`config.mk`:
```
export PLATFORM = sky130hd
export DESIGN_NAME = lsea_ea_gen
export DESIGN_NICKNAME = d
export VERILOG_FILES = /design/src/logic/lsea_pkg.sv /design/src/logic/lsea_adder.sv /design/src/logic/lsea_ea_gen.sv
export SDC_FILE = /design/constraint.sdc
export NUM_CORES = 1
export LEC_CHECK = 0
export BUFFER_PORTS_ARGS = -buffer_cell sky130_fd_sc_hd__buf_2
export CAP_MARGIN = 15
export CORE_MARGIN = 2
export CORE_UTILIZATION = 48
export DETAILED_ROUTE_END_ITERATION = 8
export HOLD_SLACK_MARGIN = 0.1
export PLACE_DENSITY = 0.82
export SLEW_MARGIN = 15
export SYNTH_ARGS = -nofsm -noshare
export SYNTH_HDL_FRONTEND = slang
export SYNTH_SLANG_ARGS = --single-unit
```
`constraint.sdc`:
```
create_clock -name clk_sys -period 4 [get_ports clk_sys]
set_input_delay 0.2 -clock clk_sys [delete_from_list [all_inputs] [get_ports clk_sys]]
set_output_delay 0.2 -clock clk_sys [all_outputs]
set_load 0.005 [all_outputs]
```
`src/logic/lsea_pkg.sv`:
```
// Shared types and constants for the load/store effective-address generator.
// Assumes a decoder that has already read the register file and sorted the instruction into one address mode.

package lsea_pkg;

    // Datapath widths.
    localparam int LSEA_XLEN   = 32;
    localparam int LSEA_DISP_W = 16;
    localparam int LSEA_RIDX_W = 5;

    // Register field that stands for a literal zero in non-update forms.
    localparam logic [LSEA_RIDX_W-1:0] LSEA_REG_ZERO = 5'h00;

    // Reset values of the result and write-back stages.
    localparam logic [LSEA_XLEN-1:0]   LSEA_EA_RST  = 32'h0000_0000;
    localparam logic [LSEA_RIDX_W-1:0] LSEA_REG_RST = 5'h00;

    // Cycles from an accepted request to its result.
    localparam int LSEA_LATENCY = 1;

    // The three address-forming modes.
    typedef enum logic [1:0] {
        LSEA_MODE_DISP,
        LSEA_MODE_INDEX,
        LSEA_MODE_BASE
    } lsea_mode_t;

    // Request from the decoder, operands already read from the register file.
    typedef struct packed {
        logic                   valid;
        lsea_mode_t             mode;
        logic                   is_load;
        logic                   is_string;
        logic                   update;
        logic                   sync;
        logic [LSEA_RIDX_W-1:0] base_reg_field;
        logic [LSEA_RIDX_W-1:0] index_reg_field;
        logic [LSEA_RIDX_W-1:0] dest_reg_field;
        logic [LSEA_DISP_W-1:0] disp;
        logic [LSEA_XLEN-1:0]   base_val;
        logic [LSEA_XLEN-1:0]   index_val;
    } lsea_req_t;

    // Address handed to the load/store unit.
    typedef struct packed {
        logic                 valid;
        logic [LSEA_XLEN-1:0] ea;
        logic                 is_load;
        logic                 strict_order;
        logic                 form_invalid;
        logic                 mode_err;
    } lsea_res_t;

    // Base-register write-back for update forms.
    typedef struct packed {
        logic                   valid;
        logic [LSEA_RIDX_W-1:0] reg_idx;
        logic [LSEA_XLEN-1:0]   data;
    } lsea_wb_t;

endpackage : lsea_pkg

```
`src/logic/lsea_adder.sv`:
```
// Wrapping 32-bit adder used for every effective-address sum.
// Assumes both operands are already selected; no carry leaves this module.

`timescale 1ns/10ps
`default_nettype none

module lsea_adder
    import lsea_pkg::*;
(
    // Operands.
    input  wire logic [LSEA_XLEN-1:0] op_a,
    input  wire logic [LSEA_XLEN-1:0] op_b,
    // Result.
    output var  logic [LSEA_XLEN-1:0] sum
);

    // The carry out of the top bit is dropped, so addresses wrap.
    always_comb begin
        sum = op_a + op_b;
    end

endmodule : lsea_adder

`default_nettype wire

```
`src/logic/lsea_ea_gen.sv`:
```
// Effective-address generator for integer loads and stores, one request per clock.
// Assumes the decoder presents operands already read from the register file
// and that the load/store unit and register file accept every result offered.

`timescale 1ns/10ps
`default_nettype none

module lsea_ea_gen
    import lsea_pkg::*;
(
    // Clock and reset.
    input  wire logic      clk_sys,
    input  wire logic      sys_rst,
    // Request from the decoder.
    input  wire lsea_req_t req,
    // Address to the load/store unit.
    output var  lsea_res_t res,
    // Base-register write-back to the register file.
    output var  lsea_wb_t  wb
);

    ////////////////////////////////////////////////////////////////////////////
    // Operand selection.

    logic                 zero_base;
    logic [LSEA_XLEN-1:0] base_op;
    logic [LSEA_XLEN-1:0] addend_op;
    logic [LSEA_XLEN-1:0] ea_sum;
    logic                 mode_bad;
    logic                 form_bad;

    // Update forms always read the base register; the zero substitution only
    // applies to the plain forms, which is why update is part of the test.
    always_comb begin
        zero_base = (req.base_reg_field == LSEA_REG_ZERO) && !req.update;
    end

    // Base operand: literal zero or the register contents.
    always_comb begin
        base_op = zero_base ? LSEA_EA_RST : req.base_val;
    end

    // Second operand chosen by mode; base-only mode adds nothing.
    always_comb begin
        unique case (req.mode)
            LSEA_MODE_DISP: begin
                addend_op = {{(LSEA_XLEN-LSEA_DISP_W){req.disp[LSEA_DISP_W-1]}}, req.disp};
            end
            LSEA_MODE_INDEX: begin
                addend_op = req.index_val;
            end
            LSEA_MODE_BASE: begin
                addend_op = LSEA_EA_RST;
            end
            default: begin
                addend_op = LSEA_EA_RST;
            end
        endcase
    end

    // One adder serves all modes, so timing is the same for each.
    lsea_adder u_adder (
        .op_a (base_op),
        .op_b (addend_op),
        .sum  (ea_sum)
    );

    // Base-only mode is legal only for string instructions, and string
    // instructions use nothing else; an illegal mode code is also flagged.
    always_comb begin
        mode_bad = (req.mode == LSEA_MODE_BASE) != req.is_string;
        if (req.mode != LSEA_MODE_DISP && req.mode != LSEA_MODE_INDEX && req.mode != LSEA_MODE_BASE) begin
            mode_bad = 1'b1;
        end
    end

    // Update loads naming base zero or base equal to destination are
    // invalid; they still complete, with no exception raised.
    always_comb begin
        form_bad = req.update && req.is_load &&
                   ((req.base_reg_field == LSEA_REG_ZERO) ||
                    (req.base_reg_field == req.dest_reg_field));
    end

    ////////////////////////////////////////////////////////////////////////////
    // Result stage to the load/store unit.

    // Each result carries its own ordering demand; the load/store unit may
    // complete unordered results in any order.
    always_ff @(posedge clk_sys) begin
        if (sys_rst) begin
            res.valid        <= 1'b0;
            res.ea           <= LSEA_EA_RST;
            res.is_load      <= 1'b0;
            res.strict_order <= 1'b0;
            res.form_invalid <= 1'b0;
            res.mode_err     <= 1'b0;
        end else begin
            res.valid        <= req.valid;
            res.ea           <= ea_sum;
            res.is_load      <= req.is_load;
            res.strict_order <= req.valid && req.sync;
            res.form_invalid <= req.valid && form_bad;
            res.mode_err     <= req.valid && mode_bad;
        end
    end

    ////////////////////////////////////////////////////////////////////////////
    // Write-back stage to the register file.

    // The write-back is issued even for invalid forms: the base register then
    // holds a boundedly undefined value, which is cheaper than a trap path.
    always_ff @(posedge clk_sys) begin
        if (sys_rst) begin
            wb.valid   <= 1'b0;
            wb.reg_idx <= LSEA_REG_RST;
            wb.data    <= LSEA_EA_RST;
        end else begin
            wb.valid   <= req.valid && req.update;
            wb.reg_idx <= req.base_reg_field;
            wb.data    <= ea_sum;
        end
    end
endmodule : lsea_ea_gen

`default_nettype wire

```
==> results.tsv, run 1 <==
stage	metric	value	unit
clock_tree	clockRootBuffer	clkbuf_8	
logic_synthesis	ys_ff_latch	43	
power_and_ir_drop	pwr_density_cell	289.0	nW/µm²
global_routing	grt_max_degree	49	
sta	slew_violations	0	
outcome	status	finished clean	
sta	setup_tns	0	ns
routing	via_per_inst	5.274	
die	start_util	49.43	%
logic_synthesis	syn_avg_cell_area	8.172	µm²
routing	antenna_left	0	
sta	worst_pin_slew	0.8654	ns
clock_tree	cts_resized	0	
logic_synthesis	synth_ff_type	dfxtp_1	
die	die_h	92.98	µm
routing	vias	3692	
critical_path	crit_start	req[94]	
die	dieArea	8644	µm²
finish	fin_cells	700	
finish	synthToLayoutAreaGrowth	20.78	%
logic_synthesis	synthArstFlopShare	0	%
logic_synthesis	yosysTopAreaCellShare	22.65	%
finish	multi_input_area	2590	µm²
critical_path	cp_max_fo	14	
placed_design	place_hpwl	7985	µm
logic_synthesis	netlist_instances	465	
clock_tree	h-tree-depth	2	
global_routing	grt.total_usage	21.82	%
critical_path	worstSetupPathType	in -> reg	
critical_path	start_kind	input pin	
logic_synthesis	synth_largest_area_cell	dfxtp_1	
sta	finalCriticalPeriod	3.417	ns
die	core_area	7687	µm²
logic_synthesis	netlist_top_cells_count	nor2_1 (50), nor2b_1 (48), dfxtp_1 (43)	
worst_hold_path	hp-class	in -> reg	
logic_synthesis	yosysMostFrequentCell	nor2_1	
clock_tree	numCtsBuffers	5	
die	die_x	92.98	µm
clock_tree	cts_tree	built	
worst_hold_path	min_from	req[97]	
clock_tree	holdBufCountCts	0	
logic_synthesis	synthesis.nets	601	
placed_design	gp_congestion	0.9349	
logic_synthesis	ys_warn_count	0	
power_and_ir_drop	vdd_drop_max	0.1306	mV
critical_path	cp.arrival	3.60	ns
sta	slew_headroom	42.30	%
global_routing	grt_pass1_vias	3481	
clock_tree	post_cts_buffers	0	
flow_run	drv_cap	0	
routing	dr.pass1.iters	5	
global_routing	gr-total-overflow	0	
finish	layout-drive-gt1-share	34.28	%
routing	wl_per_cell	13.89	µm
finish	utilization	59.70	%
power_and_ir_drop	p_total	1.326	mW
global_routing	antenna_found_initial	0	
sta	hold_viol_final	0	
logic_synthesis	synthTopCellsByArea	dfxtp_1 (23%), ha_1 (10%), nor2b_1 (7.9%), a21o_1 (6.5%), buf_4 (6.3%)	
finish	stdcell_area	4589	µm²
routing	routed_wl	9724	µm
clock_tree	cts.sinks	43	
placed_design	placed_cell_area	4508	µm²
critical_path	critical_path_required	4.18	ns
clock_tree	clk_pin_slew_worst_paths	0.08	ns
finish	final_nets	733	
logic_synthesis	synth_edf_count	0	
placed_design	portBuffers	173	
logic_synthesis	ys_types	62	
routing	drt_first_iter_violations	130	
sta	rsz0062_at_grt	no	
routing	drc	0	
finish	seq_area	860.8	µm²
sta	period_share	85.43	%
die	fp-row-count	32	
global_routing	grt_pass1_wl	15550	µm
sta	setup_viol	0	
clock_tree	cts_buffer_depth	2	
finish	antenna_cells	0	
placed_design	place_inst	692	
die	boundaryPins	179	
finish	fillers	716	
logic_synthesis	synth_seq_area_share	22.65	%
logic_synthesis	netlist_area	3800	µm²
critical_path	end_kind	flop	
power_and_ir_drop	leakagePower	2.499	nW
sta	fmax	0.2926	GHz
## where the power goes
group,internal (mW),switching (mW),leakage (nW)
Sequential,0.479,0.0240,0.358
Combinational,0.269,0.293,2.10
Clock,0.123,0.138,0.0422
## cells by family (layout without fill, tap and decap cells)
| kind of cell | Yosys count | in the layout | synth area share [%] |
|---|---|---|---|
| AO/OA/AOI/OAI | 128 | 128 | 24.53 |
| XOR/XNOR | 24 | 24 | 5.532 |
| adder cells (fa/ha/maj) | 32 | 32 | 10.73 |
| buffers and inverters | 60 | 193 | 9.351 |
| flip-flops | 43 | 43 | 22.65 |
| multiplexers | 21 | 21 | 5.663 |
| AND/OR/NAND/NOR | 157 | 157 | 21.53 |
## cells in the final DEF, fill, tap and decap left out, types with 4 or more instances in the layout
cell type / n
ha_1: 31
mux2i_1: 17
o21a_1: 7
inv_1: 7
and2_1: 4
buf_4: 5
a211oi_1: 4
a21oi_1: 34
xnor2_1: 12
a21o_1: 33
dfxtp_1: 43
mux2_2: 4
nor2_1: 50
nand3_1: 8
nor3_1: 8
and3_1: 4
clkbuf_8: 5
nand2b_1: 5
o21ai_0: 15
nand2_1: 17
xor2_1: 12
buf_2: 173
nor2b_1: 48
o21bai_1: 5
## through the flow
stage          hold slack (ns)  worst slack, ns
2_1_floorplan           0.2945           0.6554
3_3_place_gp            0.4077           0.3777
3_5_place_dp            0.4141           0.3133
4_1_cts                 0.1068           0.6083
5_1_grt                 0.1121           0.3594
6_report                0.1178           0.5829
## critical path, stage by stage
cell and delay (ns):
buf_2 0.11, or4_1 0.59, nor3_4 0.19, buf_4 0.24, nor2b_1 0.10, fa_1 0.47, a21o_1 0.24, a31oi_2 0.27
o2bb2ai_1 0.20, a21oi_2 0.21, a31oi_1 0.15, a41oi_1 0.27, mux2_2 0.35
## area by class of cell
class	instances	area share [%]
flip-flops and latches	43	18.76
well taps	102	2.781
repair buffers	178	19.68
clock buffers	7	1.663
multi-input cells	362	56.43
clock inverters	1	0.1091
inverters	7	0.5725
## registers in the layout, indices dropped and copies added (netlist names)
register	count
wb	38
res	5
## per-layer routing
layer	GRT usage [%]	part of all wire, %
met3	3.062	7.1
met5	0	0
met1	27.67	44
met4	6.005	1.1
met2	38.65	48
## final timing paths
path	slack, ns	to	cells after the start
min	0.12	res[0]	2
max	0.58	wb[26]	13
No activity file was read; power rests on OpenSTA's default activity.
==> run 2, diff against run 1 <==
--- a/config.mk
+++ b/config.mk
@@ -7,7 +7,6 @@
 export LEC_CHECK = 0
 export BUFFER_PORTS_ARGS = -buffer_cell sky130_fd_sc_hd__buf_2
 export CAP_MARGIN = 15
-export CORE_MARGIN = 2
 export CORE_UTILIZATION = 48
 export DETAILED_ROUTE_END_ITERATION = 8
 export HOLD_SLACK_MARGIN = 0.1
==> run 2 against run 1 <==
  * Design area increased by 0.79%
  * First-iteration DRC count down 13%
  * Combinational power is 0.7% lower
  * Utilization grew 0.47 points
  * Setup slack improved by 0.027 ns
  * Non-clock buffer count is the same
  * Highest routed layer unchanged
  * Flip-flop and latch count stayed put
  * Global-route usage grew 0.84 points
==> results.tsv, run 2 (synthesis gave the netlist of run 1 again) <==
stage	metric	value	unit	change
finish	reg_top3	wb: 38 flops, res: 5 flops		unchanged
clock_tree	cts_resized	0		unchanged
outcome	status	finished clean		unchanged
critical_path	cp.arrival	3.57	ns	was 3.60 ns
clock_tree	h-tree-depth	2		unchanged
finish	fillers	722		was 716
sta	slew_headroom	41.78	%	was 42.30%
worst_hold_path	min_from	req[95]		was req[97]
critical_path	start_kind	input pin		unchanged
die	start_util	49.43	%	unchanged
sta	worst_pin_slew	0.8733	ns	was 0.8654 ns
sta	rsz0062_at_grt	no		unchanged
die	fp-row-count	32		unchanged
critical_path	end_kind	flop		unchanged
sta	period_share	84.76	%	was 85.43%
routing	vias	3606		was 3692
finish	final_nets	733		unchanged
flow_run	drv_cap	0		unchanged
finish	seq_area	860.8	µm²	unchanged
routing	drt_first_iter_violations	113		was 130
clock_tree	holdBufCountCts	0		unchanged
worst_hold_path	hp-class	in -> reg		unchanged
sta	setup_viol	0		unchanged
sta	hold_viol_final	0		unchanged
critical_path	critical_path_required	4.18	ns	about the same
global_routing	grt_max_degree	49		unchanged
routing	drc	0		unchanged
sta	setup_tns	0	ns	unchanged
clock_tree	clockRootBuffer	clkbuf_8		unchanged
critical_path	cp_max_fo	12		was 14
global_routing	gr-total-overflow	0		unchanged
finish	synthToLayoutAreaGrowth	21.73	%	was 20.78%
clock_tree	post_cts_buffers	0		unchanged
finish	layout-drive-gt1-share	34.62	%	was 34.28%
placed_design	place_hpwl	7753	µm	was 7985 µm
critical_path	slowest_stage	or4_1		unchanged
global_routing	grt_pass1_wl	15530	µm	was 15550 µm
die	core_area	7687	µm²	unchanged
routing	wl_met3	430	µm	was 694 µm
placed_design	place_inst	692		unchanged
finish	layout_common_cells	buf_2 (173), nor2_1 (50), nor2b_1 (48)		unchanged
global_routing	grt.total_usage	22.66	%	was 21.82%
sta	fmax	0.2950	GHz	was 0.2926 GHz
routing	routed_wl	9411	µm	was 9724 µm
routing	met2_length	4539	µm	was 4683 µm
finish	final_common_cell	buf_2		unchanged
die	die_x	90.98	µm	was 92.98 µm
critical_path	cp_num_buf_inv	2		unchanged
routing	wl_met1	4383	µm	was 4241 µm
global_routing	grt_pass1_vias	3379		was 3481
clock_tree	clk_pin_slew_worst_paths	0.08	ns	about the same
placed_design	gp_congestion	0.8984		was 0.9349
critical_path	worstSetupPathType	in -> reg		unchanged
power_and_ir_drop	pwr_density_cell	303.5	nW/µm²	was 289.0 nW/µm²
routing	via_per_inst	5.151		was 5.274
sta	finalCriticalPeriod	3.390	ns	was 3.417 ns
placed_design	portBuffers	173		unchanged
critical_path	slowest_delay	0.58	ns	was 0.59 ns
finish	fin_cells	700		unchanged
power_and_ir_drop	leakagePower	2.518	nW	was 2.499 nW
worst_hold_path	min_to	res[2]		was res[0]
die	boundaryPins	179		unchanged
placed_design	post-place-ws	0.3251	ns	was 0.3133 ns
sta	slew_violations	0		unchanged
critical_path	crit_family	compound AO/OA/AOI/OAI gates		unchanged
global_routing	antenna_found_initial	0		unchanged
critical_path	path_cells	buf_2, or4_1, nor3_4, buf_4, nor2b_1, fa_1, a21o_1, a31oi_2, o2bb2ai_1, a21oi_2, a31oi_1, a41oi_1, mux2_2		unchanged
die	dieArea	8276	µm²	was 8644 µm²
clock_tree	cts_buffer_depth	2		unchanged
routing	top_layer_used	met4		unchanged
power_and_ir_drop	vdd_drop_max	0.1455	mV	was 0.1306 mV
die	die_h	90.98	µm	was 92.98 µm
clock_tree	numCtsBuffers	5		unchanged
routing	wl_per_cell	13.44	µm	was 13.89 µm
sta	worst_slack	0.6097	ns	was 0.5829 ns
finish	antenna_cells	0		unchanged
finish	multi_input_area	2590	µm²	unchanged
finish	regMostFlops	wb		unchanged
routing	antenna_left	0		unchanged
clock_tree	cts_tree	built		unchanged
finish	largest_reg_flops	38		unchanged
clock_tree	cts.sinks	43		unchanged
routing	dr.pass1.iters	4		was 5
worst_hold_path	hold_depth	2		unchanged
[run 2: where the power goes]
group	switching, mW	leakage (nW)	internal, mW	total [mW]
combinational	0.290	2.10	0.269	0.559
clock	0.140	0.0612	0.202	0.342
sequential	0.0230	0.358	0.479	0.502
total	0.453	2.52	0.951	1.40
[run 2: area by class of cell]
class | count | area share [%]
Multi-Input combinational cell | 362 | 55.99
Timing Repair Buffer | 178 | 19.53
Sequential cell | 43 | 18.61
Tap cell | 102 | 2.759
Clock buffer | 6 | 1.785
Clock inverter | 2 | 0.7574
Inverter | 7 | 0.5680
[run 2: how the worst max path moves through the flow]
stage,end,cells past startpoint,slack [ns],startpoint
final,wb[26],13,0.61,req[94]
after global routing,wb[26],13,0.45,req[94]
after CTS,wb[26],13,0.61,req[94]
after detailed placement,wb[26],13,0.33,req[94]
after global placement,wb[26],13,0.39,req[94]
after floorplan,wb[26],12,0.66,req[94]
[run 2: stage by stage]
step | utilization, % | hold slack, ns | cell area, µm² | total power [mW]
2_1_floorplan | - | 0.2945 | 3800 | 0.9219
3_3_place_gp | 58.64 | 0.4102 | 4508 | 1.060
3_5_place_dp | 58.64 | 0.4034 | 4508 | 1.071
4_1_cts | 60.17 | 0.1075 | 4626 | 1.415
5_1_grt | 60.17 | 0.1169 | 4626 | 1.504
6_report | 60.17 | 0.1187 | 4626 | 1.404
[run 2: layer usage]
layer  vias to the layer above  GRT usage [%]
li1                       1867              -
met5                         -              0
met3                         4          2.345
met1                      1617          29.91
met2                       118          39.90
met4                         0          4.630
==> run 3, diff against run 2 <==
--- a/config.mk
+++ b/config.mk
@@ -7,10 +7,10 @@
 export LEC_CHECK = 0
 export BUFFER_PORTS_ARGS = -buffer_cell sky130_fd_sc_hd__buf_2
 export CAP_MARGIN = 15
-export CORE_UTILIZATION = 48
+export CORE_UTILIZATION = 43
 export DETAILED_ROUTE_END_ITERATION = 8
 export HOLD_SLACK_MARGIN = 0.1
-export PLACE_DENSITY = 0.82
+export PLACE_DENSITY = 0.78
 export SLEW_MARGIN = 15
 export SYNTH_ARGS = -nofsm -noshare
 export SYNTH_HDL_FRONTEND = slang
==> constraint.sdc (replaced) <==
create_clock -name clk_sys -period 2.8 [get_ports clk_sys]
set_input_delay 0.14 -clock clk_sys [delete_from_list [all_inputs] [get_ports clk_sys]]
set_output_delay 0.14 -clock clk_sys [all_outputs]
set_load 0.005 [all_outputs]
==> run 3 against run 2 <==
  * The run now ends with setup timing left
  * Setup slack got worse by 0.80 ns
  * Critical path depth increased by 1
  * Critical endpoint is now wb[31]
  * Clock-buffer cell count is 1 lower
  * Clock power up 22%
  * Utilization increased by 9.2 points
  * Largest cell class unchanged
  * Design area is 26% higher
  * First-iteration DRC count is 88% higher
==> results.tsv, run 3 (synthesis gave the netlist of run 1 again) <==
stage	metric	value	unit	change
outcome	status	finished, violations left		was finished clean
outcome	violations	setup timing		
clock_tree	clk_pin_slew_worst_paths	0.09	ns	was 0.08 ns
global_routing	grt_max_degree	30		was 49
global_routing	gr-total-overflow	0		unchanged
routing	dr.pass1.iters	5		was 4
routing	antenna_left	0		unchanged
sta	fmax	0.3349	GHz	
critical_path	critPathMostFrequentCell	buf_6		
die	start_util	45.34	%	was 49.43%
sta	worst_pin_slew	0.4166	ns	was 0.8733 ns
finish	fin_cells	813		was 700
routing	drt_first_iter_violations	213		was 113
routing	wl_per_cell	16.14	µm	was 13.44 µm
sta	worst_slack	-0.1860	ns	was 0.6097 ns
clock_tree	h-tree-depth	2		unchanged
sta	finalCriticalPeriod	2.986	ns	
sta	setup_tns	-1.193	ns	was 0 ns
placed_design	gp_congestion	0.9639		was 0.8984
worst_hold_path	hp-class	in -> reg		unchanged
finish	layout_common_cells	buf_2 (171), buf_4 (99), nor2_1 (49)		was buf_2 (173), nor2_1 (50), nor2b_1 (48)
clock_tree	cts_buffer_depth	2		unchanged
sta	hold_viol_final	0		unchanged
sta	slew_headroom	72.17	%	was 41.78%
sta	setup_viol	14		was 0
power_and_ir_drop	vdd_drop_max	0.2024	mV	was 0.1455 mV
die	die_h	96.01	µm	was 90.98 µm
sta	rsz0062_at_grt	yes		was no
power_and_ir_drop	p_total	2.269	mW	was 1.404 mW
sta	period_share	106.6	%	
global_routing	grt_pass1_wl	20030	µm	was 15530 µm
finish	final_common_cell	buf_2		unchanged
clock_tree	cts_tree	built		unchanged
global_routing	grt_pass1_vias	4315		was 3379
finish	utilization	69.41	%	was 60.17%
critical_path	start_kind	input pin		unchanged
routing	top_layer_used	met4		unchanged
routing	drc	0		unchanged
routing	via_per_inst	5.346		was 5.151
clock_tree	cts.sinks	43		unchanged
global_routing	grt.total_usage	27.97	%	was 22.66%
placed_design	place_hpwl	9553	µm	was 7753 µm
worst_hold_path	hold_depth	2		unchanged
critical_path	cp_max_fo	5		was 12
finish	layout-drive-gt1-share	50.14	%	was 34.62%
placed_design	post-place-ws	-0.6023	ns	was 0.3251 ns
power_and_ir_drop	pwr_density_cell	390.1	nW/µm²	was 303.5 nW/µm²
routing	wl_met3	848	µm	was 430 µm
flow_run	drv_cap	0		unchanged
die	fp-row-count	33		was 32
critical_path	cp_num_buf_inv	3		was 2
critical_path	end_kind	flop		unchanged
die	die_x	96.01	µm	was 90.98 µm
placed_design	place_inst	784		was 692
power_and_ir_drop	leakagePower	3.136	nW	was 2.518 nW
placed_design	portBuffers	173		unchanged
routing	met2_length	6556	µm	was 4539 µm
die	core_area	8382	µm²	was 7687 µm²
clock_tree	numCtsBuffers	5		unchanged
critical_path	cp.arrival	3.23	ns	was 3.57 ns
sta	slew_violations	0		unchanged
routing	vias	4346		was 3606
finish	stdcell_area	5818	µm²	was 4626 µm²
critical_path	worstSetupPathDepth	14		was 13
clock_tree	clockRootBuffer	clkbuf_8		unchanged
finish	synthToLayoutAreaGrowth	53.11	%	was 21.73%
critical_path	path_cells	buf_6, or4_4, nor3_4, buf_6, nor2b_1, ha_1, nand2_1, o211ai_1, a21oi_1, a31oi_4, buf_6, a211oi_4, or4b_4, o211ai_2		was buf_2, or4_1, nor3_4, buf_4, nor2b_1, fa_1, a21o_1, a31oi_2, o2bb2ai_1, a21oi_2, a31oi_1, a41oi_1, mux2_2
placed_design	placed_cell_area	5235	µm²	was 4508 µm²
critical_path	crit_family	simple AND/OR/NAND/NOR gates		was compound AO/OA/AOI/OAI gates
routing	wl_met1	5425	µm	was 4383 µm
routing	routed_wl	13120	µm	was 9411 µm
finish	final_nets	843		was 733
critical_path	slowest_stage	or4_4		was or4_1
global_routing	antenna_found_initial	0		unchanged
finish	regMostFlops	wb		unchanged
critical_path	critical_path_required	3.05	ns	was 4.18 ns
finish	reg_top3	wb: 38 flops, res: 5 flops		unchanged
die	dieArea	9217	µm²	was 8276 µm²
critical_path	worstSetupPathType	in -> reg		unchanged
die	boundaryPins	179		unchanged
finish	largest_reg_flops	38		unchanged
sta	holdWs	0.1069	ns	was 0.1187 ns
critical_path	slowest_delay	0.55	ns	was 0.58 ns
finish	antenna_cells	0		unchanged
-- run 3: cell count changes in the layout (fill, tap and decap cells not counted), moves of 4 or more --
cell / delta
o21ai_0: -5
a21oi_1: -11
nor2b_1: -4
a21oi_2: +10
buf_6: +11
ha_2: +4
dlygate4sd3_1: +4
ha_1: -6
buf_4: +94
-- run 3: power by group --
part           internal (mW)  switching (mW)  leakage, nW
Sequential             0.685          0.0347        0.358
Combinational          0.585           0.547         2.73
Clock                  0.178           0.240       0.0443
Total                   1.45           0.821         3.14
-- run 3: path summary, 6_finish.rpt --
path / slack, ns / to / start
min: 0.11 / wb[33] / req[91]
max: -0.19 / wb[31] / req[94]
-- run 3: layout make-up --
type,instances,area [µm²]
Clock buffer,5,68.82
Clock inverter,3,25.02
Fill cell,655,2564
Inverter,7,26.28
Multi-Input combinational cell,362,2883
Sequential cell,43,860.8
Tap cell,105,131.4
Timing Repair Buffer,288,1823
-- run 3: routing by layer --
layer | GRT usage (%) | up-vias
li1 | - | 2087
met5 | 0 | -
met3 | 5.134 | 29
met4 | 12.31 | 0
met2 | 50.12 | 208
met1 | 32.14 | 2022
-- run 3: timing repair --
item | in CTS | in global routing
hold buffers | 4 | 0
pin swaps | 10 | 16
endpoints found under the hold margin | 5 | 0
resized for setup | 40 | 30
buffers inserted | 12 | 6
setup endpoints to repair | 16 | 18
